### src/simdp_pkg.sv
// Purpose: shared constants for the lane-enable mask generator
// Assumes: 16 lanes, two 16-bit flag subregisters, 32-bit APB data
// Notes:   selection encodings below are fixed for this block
package simdp_pkg;
   localparam int LANES = 16;
   // predicate_select_field encodings (4 bits)
   localparam logic [3:0] SEL_NONE   = 4'h0; // no predication, all lanes on
   localparam logic [3:0] SEL_SEQ    = 4'h1; // sequential flag mapping
   localparam logic [3:0] SEL_REP_X  = 4'h2; // replicate offset 0 of each quad
   localparam logic [3:0] SEL_REP_Y  = 4'h3;
   localparam logic [3:0] SEL_REP_Z  = 4'h4;
   localparam logic [3:0] SEL_REP_W  = 4'h5;
   localparam logic [3:0] SEL_ANY4   = 4'h6; // group4_or_select
   localparam logic [3:0] SEL_ALL4   = 4'h7; // group4_and_select
   localparam logic [3:0] SEL_ANY2   = 4'h8;
   localparam logic [3:0] SEL_ALL2   = 4'h9;
   localparam logic [3:0] SEL_ANY8   = 4'hA;
   localparam logic [3:0] SEL_ALL8   = 4'hB;
   localparam logic [3:0] SEL_ANY16  = 4'hC;
   localparam logic [3:0] SEL_ALL16  = 4'hD;
   localparam logic [3:0] SEL_VAND   = 4'hE; // vertical AND of both subregisters
   localparam logic [3:0] SEL_VOR    = 4'hF; // vertical OR of both subregisters
   // access modes
   localparam logic MODE_BYTE  = 1'b0; // byte_aligned_mode
   localparam logic MODE_QUAD  = 1'b1; // four_lane_aligned_mode
   // register byte offsets
   localparam logic [7:0] OFS_CTRL   = 8'h00;
   localparam logic [7:0] OFS_FLAG   = 8'h04;
   localparam logic [7:0] OFS_MASK   = 8'h08;
   localparam logic [7:0] OFS_STATUS = 8'h0C;
   // control, flag and status register fields
   localparam int CTRL_OVR_BIT  = 0;
   localparam int CTRL_SEL_LSB  = 4;
   localparam int CTRL_INV_BIT  = 8;
   localparam int CTRL_MODE_BIT = 9;
   localparam int CTRL_SUB_BIT  = 10;
   localparam int FLAG_HI_LSB   = 16;
   localparam int STAT_UNDEF_BIT = 0;
   // reset values and the all-off mask
   localparam logic [31:0] CTRL_RST = 32'h0000_0000;
   localparam logic [31:0] FLAG_RST = 32'h0000_0000;
   localparam logic [15:0] MASK_RST = 16'hFFFF;
   localparam logic [15:0] MASK_OFF = 16'h0000;
endpackage

### src/simdp_group_reduce.sv
// Purpose: reduce flag bits over aligned groups and replicate the result
// Assumes: group size is a power of two dividing 16
// Notes:   one instance per group size; pure combinational
module simdp_group_reduce #(
   parameter int GSIZE = 4
) (
   input  wire logic [15:0] flags,    // selected flag subregister
   output logic      [15:0] or_mask,  // per-group OR, replicated
   output logic      [15:0] and_mask  // per-group AND, replicated
);
   // each group reduces on its own slice, then fans the bit back out
   for (genvar g = 0; g < 16 / GSIZE; g++) begin : grp
      assign or_mask[g*GSIZE +: GSIZE]  = {GSIZE{|flags[g*GSIZE +: GSIZE]}};
      assign and_mask[g*GSIZE +: GSIZE] = {GSIZE{&flags[g*GSIZE +: GSIZE]}};
   end
endmodule // simdp_group_reduce

### src/simdp_mask_gen.sv
// Purpose: build the 16-lane enable mask for predicated SIMD execution
// Assumes: decode inputs come from logic on SYS_CLK; APB slave for test/control
// Notes:   mask is registered, so it follows the decode inputs by one cycle
//
// The APB slave port and the register addresses were decided locally.

module simdp_mask_gen (
   input  wire logic        SYS_CLK,          // 25 MHz clock
   input  wire logic        SRST,             // synchronous reset, high
   input  wire logic [3:0]  PRED_SELECT,      // predicate_select_field from decoder
   input  wire logic        PRED_INVERT,      // predicate_invert_field from decoder
   input  wire logic        ACCESS_MODE,      // 1 four_lane_aligned, 0 byte_aligned
   input  wire logic        FLAG_SUBREG_SEL,  // 0 low, 1 high subregister
   input  wire logic [15:0] FLAG_SUBREG_LOW,  // flag_subreg_low
   input  wire logic [15:0] FLAG_SUBREG_HIGH, // flag_subreg_high
   output logic      [15:0] LANE_ENABLE_MASK, // lane_enable_mask to channels
   input  wire logic        PSEL,             // APB select
   input  wire logic        PENABLE,          // APB access phase
   input  wire logic        PWRITE,           // APB direction
   input  wire logic [7:0]  PADDR,            // APB byte address
   input  wire logic [31:0] PWDATA,           // APB write data
   output logic      [31:0] PRDATA,           // APB read data
   output logic             PREADY,           // APB ready
   output logic             PSLVERR           // APB error on unmapped offset
);
   logic [31:0] ctrl;        // override and software decode fields
   logic [31:0] flag;        // software flag subregisters
   logic        undef_seen;  // sticky: undefined selection met
   logic        addr_ok;
   logic        wr_acc;
   logic [3:0]  eff_sel;
   logic        eff_inv;
   logic        eff_mode;
   logic        eff_sub;
   logic [15:0] eff_lo;
   logic [15:0] eff_hi;
   logic [15:0] sel_flags;
   logic [15:0] red_or [4];
   logic [15:0] red_and [4];
   logic [15:0] rep [4];
   logic [15:0] horiz;
   logic [15:0] vert;
   logic [15:0] mux_a;
   logic [15:0] inv_out;
   logic        use_vert;
   logic        sel_defined;
   logic [15:0] next_mask;

   // ---------------- APB slave ----------------
   // zero wait states; read data is captured in the setup cycle
   assign PREADY  = 1'b1;
   assign addr_ok = (PADDR == simdp_pkg::OFS_CTRL) || (PADDR == simdp_pkg::OFS_FLAG) ||
                    (PADDR == simdp_pkg::OFS_MASK) || (PADDR == simdp_pkg::OFS_STATUS);
   assign PSLVERR = PSEL && PENABLE && !addr_ok;
   assign wr_acc  = PSEL && PENABLE && PWRITE && addr_ok;

   // control register, steers the source of the decode fields
   always_ff @(posedge SYS_CLK) begin
      if (SRST) begin
         ctrl <= simdp_pkg::CTRL_RST;
      end else if (wr_acc && PADDR == simdp_pkg::OFS_CTRL) begin
         ctrl <= PWDATA;
      end
   end

   // software flag subregisters, used only under override
   always_ff @(posedge SYS_CLK) begin
      if (SRST) begin
         flag <= simdp_pkg::FLAG_RST;
      end else if (wr_acc && PADDR == simdp_pkg::OFS_FLAG) begin
         flag <= PWDATA;
      end
   end

   // sticky undefined-selection flag; a new event wins over write-one-to-clear
   always_ff @(posedge SYS_CLK) begin
      if (SRST) begin
         undef_seen <= 1'b0;
      end else if (!sel_defined) begin
         undef_seen <= 1'b1;
      end else if (wr_acc && PADDR == simdp_pkg::OFS_STATUS &&
                   PWDATA[simdp_pkg::STAT_UNDEF_BIT]) begin
         undef_seen <= 1'b0;
      end
   end

   // read data registered in setup phase, held through the access phase
   always_ff @(posedge SYS_CLK) begin
      if (SRST) begin
         PRDATA <= 32'h0000_0000;
      end else if (PSEL && !PENABLE && !PWRITE) begin
         case (PADDR)
            simdp_pkg::OFS_CTRL:   PRDATA <= ctrl;
            simdp_pkg::OFS_FLAG:   PRDATA <= flag;
            simdp_pkg::OFS_MASK:   PRDATA <= {16'h0000, LANE_ENABLE_MASK};
            simdp_pkg::OFS_STATUS: PRDATA <= {31'h0000_0000, undef_seen};
            default:               PRDATA <= 32'h0000_0000;
         endcase
      end
   end

   // ---------------- mask datapath ----------------
   // the select, invert, access mode, flag source and both flag subregisters reach the mask; the override
   // swaps the decoder pins for software copies of all of those, flag data included
   always_comb begin
      if (ctrl[simdp_pkg::CTRL_OVR_BIT]) begin
         eff_sel  = ctrl[simdp_pkg::CTRL_SEL_LSB +: 4];
         eff_inv  = ctrl[simdp_pkg::CTRL_INV_BIT];
         eff_mode = ctrl[simdp_pkg::CTRL_MODE_BIT];
         eff_sub  = ctrl[simdp_pkg::CTRL_SUB_BIT];
         eff_lo   = flag[15:0];
         eff_hi   = flag[simdp_pkg::FLAG_HI_LSB +: 16];
      end else begin
         eff_sel  = PRED_SELECT;
         eff_inv  = PRED_INVERT;
         eff_mode = ACCESS_MODE;
         eff_sub  = FLAG_SUBREG_SEL;
         eff_lo   = FLAG_SUBREG_LOW;
         eff_hi   = FLAG_SUBREG_HIGH;
      end
   end

   // horizontal paths see one subregister only
   assign sel_flags = eff_sub ? eff_hi : eff_lo;

   // group reducers for sizes 2, 4, 8 and 16
   for (genvar s = 0; s < 4; s++) begin : red
      simdp_group_reduce #(.GSIZE(2 << s)) u_red (
         .flags    (sel_flags),
         .or_mask  (red_or[s]),
         .and_mask (red_and[s])
      );
   end

   // quad replication of offset k within each aligned group of four
   for (genvar k = 0; k < 4; k++) begin : repk
      for (genvar q = 0; q < 4; q++) begin : quad
         assign rep[k][q*4 +: 4] = {4{sel_flags[q*4 + k]}};
      end
   end

   // vertical combination, lane by lane across both subregisters
   assign vert = (eff_sel == simdp_pkg::SEL_VAND) ? (eff_lo & eff_hi)
                                                  : (eff_lo | eff_hi);

   // horizontal selection; mode decides which groupings exist
   always_comb begin
      horiz       = simdp_pkg::MASK_OFF;
      sel_defined = 1'b1;
      use_vert    = 1'b0;
      case (eff_sel)
         simdp_pkg::SEL_NONE:  horiz = simdp_pkg::MASK_OFF;
         simdp_pkg::SEL_SEQ:   horiz = sel_flags;
         simdp_pkg::SEL_REP_X,
         simdp_pkg::SEL_REP_Y,
         simdp_pkg::SEL_REP_Z,
         simdp_pkg::SEL_REP_W: begin
            if (eff_mode == simdp_pkg::MODE_QUAD) begin
               horiz = rep[2'(eff_sel - simdp_pkg::SEL_REP_X)];
            end else begin
               sel_defined = 1'b0;
            end
         end
         simdp_pkg::SEL_ANY4:  horiz = red_or[1];
         simdp_pkg::SEL_ALL4:  horiz = red_and[1];
         simdp_pkg::SEL_ANY2,
         simdp_pkg::SEL_ALL2,
         simdp_pkg::SEL_ANY8,
         simdp_pkg::SEL_ALL8,
         simdp_pkg::SEL_ANY16,
         simdp_pkg::SEL_ALL16: begin
            // wider and narrower groups exist only in byte mode
            if (eff_mode == simdp_pkg::MODE_BYTE) begin
               case (eff_sel)
                  simdp_pkg::SEL_ANY2:  horiz = red_or[0];
                  simdp_pkg::SEL_ALL2:  horiz = red_and[0];
                  simdp_pkg::SEL_ANY8:  horiz = red_or[2];
                  simdp_pkg::SEL_ALL8:  horiz = red_and[2];
                  simdp_pkg::SEL_ANY16: horiz = red_or[3];
                  default:              horiz = red_and[3];
               endcase
            end else begin
               sel_defined = 1'b0;
            end
         end
         simdp_pkg::SEL_VAND,
         simdp_pkg::SEL_VOR:   use_vert = 1'b1;
         default:              sel_defined = 1'b0;
      endcase
   end

   // selector between horizontal and vertical, then inversion
   assign mux_a   = use_vert ? vert : horiz;
   assign inv_out = eff_inv ? ~mux_a : mux_a;

   // bypass: no predication forces all lanes on; an undefined choice fails safe
   // by disabling every lane rather than running unpredicated
   always_comb begin
      if (eff_sel == simdp_pkg::SEL_NONE) begin
         next_mask = simdp_pkg::MASK_RST;
      end else if (!sel_defined) begin
         next_mask = simdp_pkg::MASK_OFF;
      end else begin
         next_mask = inv_out;
      end
   end

   // registered mask drives the lane gates
   always_ff @(posedge SYS_CLK) begin
      if (SRST) begin
         LANE_ENABLE_MASK <= simdp_pkg::MASK_RST;
      end else begin
         LANE_ENABLE_MASK <= next_mask;
      end
   end
endmodule // simdp_mask_gen

### config.mk
export PLATFORM = sky130hd
export DESIGN_NAME = simdp_mask_gen
export DESIGN_NICKNAME = d
export VERILOG_FILES = /design/src/simdp_pkg.sv /design/src/simdp_group_reduce.sv /design/src/simdp_mask_gen.sv
export SDC_FILE = /design/constraint.sdc
export NUM_CORES = 1
export LEC_CHECK = 0
export ABC_AREA = 1
export BUFFER_PORTS_ARGS = -buffer_cell sky130_fd_sc_hd__buf_2
export CAP_MARGIN = 40
export CORE_MARGIN = 2
export CORE_UTILIZATION = 40
export DETAILED_ROUTE_END_ITERATION = 8
export GPL_ROUTABILITY_DRIVEN = 0
export MAX_ROUTING_LAYER = met4
export PLACE_DENSITY_LB_ADDON = 0.1
export SLEW_MARGIN = 20
export SYNTH_ARGS = -nofsm -noshare
export SYNTH_HDL_FRONTEND = slang
export SYNTH_SLANG_ARGS = --single-unit
### constraint.sdc
create_clock -name SYS_CLK -period 3.8 [get_ports SYS_CLK]
set_clock_uncertainty 0.2 [all_clocks]
set_input_delay 0.57 -clock SYS_CLK [delete_from_list [all_inputs] [get_ports SYS_CLK]]
set_output_delay 0.57 -clock SYS_CLK [all_outputs]
set_load 0.01 [all_outputs]
# After elaboration in Yosys (flattened, before gate mapping)
# Index checks and enable logic that the tools add are counted.
# totals
inputBits	84
out_inout_bits	50
elab_cells	107
ff_bits	113
# classes
bitwise_logic	4
n_eq_ne	19
n_reduce_logical	52
mux	25
add_sub_neg	1
magnitude_cmp	1
# ops
operator	n
16-bit two-way mux	11
16-bit one-hot mux with 5 select lines	2
32-bit one-hot mux with 4 select lines	1
16-bit binary-select mux with 2-bit select	1
4-bit equality test, second input constant	8
2-bit OR reduction	10
4-bit OR reduction	5
16-bit bitwise AND	1
4-bit by 3-bit equality test with 1-bit output, second input constant	4
8-bit by 4-bit equality test with 1-bit output, second input constant	2
16-bit inverter	1
16-bit bitwise OR	1
16-bit AND reduction	1
2-bit AND reduction	8
4-bit AND reduction	4
8-bit AND reduction	2
16-bit OR reduction	1
8-bit OR reduction	2
1-bit logical AND	10
4-bit by 2-bit equality test with 1-bit output, second input constant	2
8-bit by 3-bit equality test with 1-bit output, second input constant	1
8-bit logical NOT	1
1-bit two-way mux	8
6-bit OR reduction	1
10 further kinds	14

# Longest topological paths before layout
# logic_depth
depth_word	12
depth_mapped	18
depth_no_buf	17

# Cells and area by module
# From an unflattened synthesis, not the netlist that was laid out.
# hier_totals
hier_cells	1489
area_unflattened_um2	8833.5
# modules_own_cells
mod	seq_area_each_um2	area_per_inst_um2	n_inst	cells_per_inst
simdp_mask_gen	2262.2	7549.7	1	1245
simdp_group_reduce at red[2].u_red	0.0	405.4	1	80
simdp_group_reduce at red[3].u_red	0.0	337.8	1	60
simdp_group_reduce at red[0].u_red	0.0	270.3	1	56
simdp_group_reduce at red[1].u_red	0.0	270.3	1	48

# Least setup slack after synthesis
# No wires, ideal clock.
# synth_path
path_kind	input to register
startpoint	input PADDR[1]
endpoint	register ctrl[6]
setup_time_ns	0.117
t_arrival_ns	2.200
cell_stages	11
required_time_ns	3.483
n_path_buf	2
path_slack_ns	1.282
cell_sequence	or2_4 > nor4_4 > inv_2 > nand3_1 > nand4_1 > inv_2 > nand2_1 > buf_2 > buf_6 > o21ai_1 > a21oi_1
# synth_via
elab_chain_len	6
elab_cells_between_ends	9
cone_classes	eq/ne (3); reduce/logical (6)
# synth_lines
element	line_no	text
start: declaration	simdp_mask_gen.sv:20	input wire logic [7:0] PADDR,
8-bit by 3-bit equality test with 1-bit output or 8-bit logical NOT (tied branches)	simdp_mask_gen.sv:52, simdp_mask_gen.sv:61	
1-bit logical OR (2 in a row)	simdp_mask_gen.sv:52	assign addr_ok = (PADDR == simdp_pkg::OFS_CTRL) || (PADDR == simdp_pkg::OFS_FLAG) ||
1-bit logical OR	simdp_mask_gen.sv:53	(PADDR == simdp_pkg::OFS_MASK) || (PADDR == simdp_pkg::OFS_STATUS);
1-bit logical AND	simdp_mask_gen.sv:55	assign wr_acc = PSEL && PENABLE && PWRITE && addr_ok;
1-bit logical AND (*)	simdp_mask_gen.sv:61	end else if (wr_acc && PADDR == simdp_pkg::OFS_CTRL) begin
end signal: assignment	simdp_mask_gen.sv:60	ctrl <= simdp_pkg::CTRL_RST;
end: declaration	simdp_mask_gen.sv:26	logic [31:0] ctrl;
# Mark *: on every way between the ends. The rest lies on a longest branch, timed or not.
# A chain may end at the register's enable or synchronous reset.

# Worst setup path in the final report
# layout_path
startpoint	register ctrl[0]
endpoint	register LANE_ENABLE_MASK[12]
# layout_via
elab_chain_len	12
elab_cells_between_ends	55
cone_classes	add/sub (1); eq/ne (15); mux (22); bitwise (4); reduce/logical (13)
# layout_lines
element	line_no	text
4-bit two-way mux	simdp_mask_gen.sv:106	if (ctrl[simdp_pkg::CTRL_OVR_BIT]) begin
2-bit subtractor	simdp_mask_gen.sv:159	horiz = rep[2'(eff_sel - simdp_pkg::SEL_REP_X)];
2-bit inverter with 3-bit output (not written as such)	simdp_mask_gen.sv:159	
16-bit binary-select mux with 2-bit select	simdp_mask_gen.sv:159	
16-bit two-way mux (not written as such) (2 in a row)	simdp_mask_gen.sv:159	
16-bit two-way mux	simdp_mask_gen.sv:158	if (eff_mode == simdp_pkg::MODE_QUAD) begin
16-bit one-hot mux with 5 select lines	simdp_mask_gen.sv:151	case (eff_sel)
16-bit two-way mux	simdp_mask_gen.sv:193	assign mux_a = use_vert ? vert : horiz;
16-bit inverter	simdp_mask_gen.sv:194	assign inv_out = eff_inv ? ~mux_a : mux_a;
16-bit two-way mux	simdp_mask_gen.sv:194	
16-bit two-way mux	simdp_mask_gen.sv:201	end else if (!sel_defined) begin
end signal: assignment	simdp_mask_gen.sv:211	LANE_ENABLE_MASK <= simdp_pkg::MASK_RST;
end signal: assignment	simdp_mask_gen.sv:213	LANE_ENABLE_MASK <= next_mask;
end: declaration	simdp_mask_gen.sv:16	output logic [15:0] LANE_ENABLE_MASK,
# Parallel ways exist; a longest one is shown, timed or not. The select of a mux whose other input is x is not followed.

==> run_results.csv <==
group,metric,value,unit
synth,yosys_warnings,0,
synth,syn_avg_cell_area,6.33,um2
placed_design,place_inst,1388,
pwr,pwr_density_cell,387,nW/um2
hold_path,hp-class,"in2reg",
timing,fmax,320,MHz
cts,cts.hold.buffers_added,0,
cts,cts.path.max_buffers,2,
timing,setup_violations,0,
grt,grtUsageTotal,0.269,
pwr,fin_total_pwr,3.15,mW
synth,ys_types,36,
floorplanning,rows,47,
floorplanning,dieArea,18000,um2
worst_setup_path,slowest_stage,"dfxtp_2",
synth,netlist_area,6790,um2
cts,clock_latency,0.42,ns
worst_setup_path,critPathBufInv,2,
timing,fin_tns_setup,0,ns
run,drv_cap,0,
grt,grt_antenna_before_repair,0,
cts,htree_num_levels,4,
route,dr.first_iter.drc_count,548,
grt,grt_first_pass_wirelength,37.1,mm
cts,cts_tree,"done",
layout,antenna_cells,0,
worst_setup_path,cp_common_cell,"nand2_1",
cts,clk_pin_slew_worst_paths,0.06,ns
timing,max_slew_margin,0.478,
timing,min_period,3.13,ns
worst_setup_path,cp_slowest_stage_delay,0.43,ns
grt,grt_max_degree,59,
worst_setup_path,worstPathArrival,3.22,ns
floorplanning,coreArea,16600,um2
grt,grt_pass1_vias,6940,
route,route.vias.total,7408,
worst_setup_path,end_kind,"register",
cts,cts_buffers,17,
floorplanning,die_x,134,um
timing,final_max_slew_viol_count,0,
cts,cts_setup_buffers,0,
synth,ys_seq_area_frac,0.333,
worst_setup_path,start_kind,"register",
route,drt_wl_total,23.2,mm
route,drc_errors,0,
grt,gr-total-overflow,0,
route,final_antenna_net_count,0,
layout,area_delta_synth_final,20.0,%
synth,synthCells,1074,
cts,cts_sinks,113,
floorplanning,die_h,134,um
timing,rsz0062_at_grt,"false",
placed_design,hpwl,17.5,mm
route,firstDrtPassIters,5,
route,wl_per_cell,16.4,um
timing,timing.final.crit_share,0.822,
worst_setup_path,crit_path_max_fanout,22,
route,vias_per_cell,5.22,
worst_setup_path,crit_type,"reg2reg",
timing,hold_viol_final,0,
timing,tightestPinTransition,0.780,ns
layout,layout-drive-gt1-share,0.223,
layout,finalNonFillerCells,1420,
cts,cts_resized,0,
layout,postLayoutCoreUtil,0.492,
worst_setup_path,crit_path_cell_trace,"inv_2 -> nand2_1 -> nand2_2 -> nand2_1 -> nand2_2 -> inv_2 -> nor2_2 -> nand2_1 -> nor2_2 -> nand2_2 -> a21oi_4 -> o21ai_2 -> nand4_1 -> nand2_1 -> nand3_1 -> nand2_1",
floorplanning,initial_core_util,0.410,
worst_setup_path,cpLargestDelayFamily,"simple AND/OR/NAND/NOR gates",
floorplanning,ios,134,
synth,ys_ff_latch,113,
worst_setup_path,worstPathRequired,3.90,ns
synth,syn_nets,1158,
layout,finalNetCount,1271,
cts,cts_root_buf,"clkbuf_16",
pwr,ir_drop,0.311,mV
status,status,"completed",
pwr,p_leak,3.47,nW
placed_design,numPortBuffers,132,
## kinds of logic after synthesis
family,after synthesis,share of synthesized area
DFF,113,0.333
and+or+nand+nor,567,0.362
AOI/OAI and AO/OA,227,0.189
buffers and inverters,157,0.102
other,1,0.000552
adders and majority gates,9,0.0133
## final cells by class
class | instances | area [um2]
Fill cell | 1773 | 8430
Sequential cell | 113 | 2260
Clock inverter | 15 | 135
Inverter | 99 | 372
Timing Repair Buffer | 152 | 838
Multi-Input combinational cell | 804 | 3840
Tap cell | 220 | 275
Clock buffer | 17 | 425
## final timing paths
path | slack [ns] | startpoint | to | cells past startpoint
worst max register to register | 0.67 | ctrl[0] | LANE_ENABLE_MASK[12] | 16
worst max-delay path | 0.67 | ctrl[0] | LANE_ENABLE_MASK[12] | 16
worst min-delay path | 0.24 | PWDATA[18] | ctrl[18] | 3
worst min register to register | 0.25 | ctrl[18] | ctrl[18] | 2
## where the power goes
group          internal [mW]  switching [mW]
Combinational          0.145           0.278
Clock                  0.903           0.602
Sequential              1.21          0.0191
## registers in the layout (all words and copies together), names as in the netlist
register          flops
ctrl                 32
PRDATA               32
LANE_ENABLE_MASK     16
undef_seen            1
flag                 32
## per-stage QoR
stage	area, um2	setup slack [ns]	hold slack, ns
floorplan	6790	1.28	0.230
CTS	8150	0.748	0.227
finish	8150	0.675	0.236
detailed placement	7590	0.646	0.243
global route	8150	0.417	0.245
global placement	7550	0.725	0.241
## cell usage in the layout (no fill, tap or decap), types with 2 or more instances in the layout
cell type,n
o221ai_1,4
clkinv_2,4
inv_2,25
clkinvlp_4,2
or2_0,3
nand2_1,378
maj3_1,9
o22ai_1,23
a21oi_1,100
nand4_1,33
o21ai_1,14
inv_1,74
buf_2,132
o21ai_0,57
nor2_2,14
o211ai_1,14
nand3_1,52
dfxtp_1,112
clkinv_4,4
nor2_4,2
nand2_2,21
clkbuf_16,17
nor3_2,3
nor4_4,2
o21ai_2,11
nor2_1,54
buf_4,18
inv_6,4
## metal layers
| metal | vias up | GRT usage | part of all wire |
|---|---|---|---|
| li1 | 3749 | - | - |
| met1 | 3395 | 0.369 | 0.47 |
| met2 | 243 | 0.413 | 0.45 |
| met3 | 21 | 0.0385 | 0.054 |
| met4 | 0 | 0.0754 | 0.016 |
| met5 | - | - | 0 |
## synth_stat cells (all sizes together)
master | n | area (um2)
o2111ai | 1 | 8.76
o21ai | 83 | 468
maj3 | 9 | 90.1
and2 | 1 | 6.26
o221ai | 4 | 35.0
inv | 99 | 372
nand3 | 52 | 260
o211ai | 14 | 105
dfxtp | 113 | 2260
buf | 25 | 198
nor4 | 4 | 61.3
a21oi | 101 | 517
conb | 1 | 3.75
a31oi | 1 | 6.26
o22ai | 23 | 144
nor3 | 3 | 25.0
nand2 | 400 | 1560
nor2 | 70 | 313
or2 | 4 | 27.5
clkbuf | 33 | 124
nand4 | 33 | 206
## worst register-to-register path, cell delays in order (launching register included)
cell and delay (ns):
dfxtp_2 0.43, inv_2 0.25, nand2_1 0.10, nand2_2 0.38, nand2_1 0.12, nand2_2 0.19
inv_2 0.06, nor2_2 0.13, nand2_1 0.09, nor2_2 0.11, nand2_2 0.08, a21oi_4 0.36
o21ai_2 0.14, nand4_1 0.09, nand2_1 0.06, nand3_1 0.16, nand2_1 0.07
Note: power is estimated with default switching activity, not from simulation.
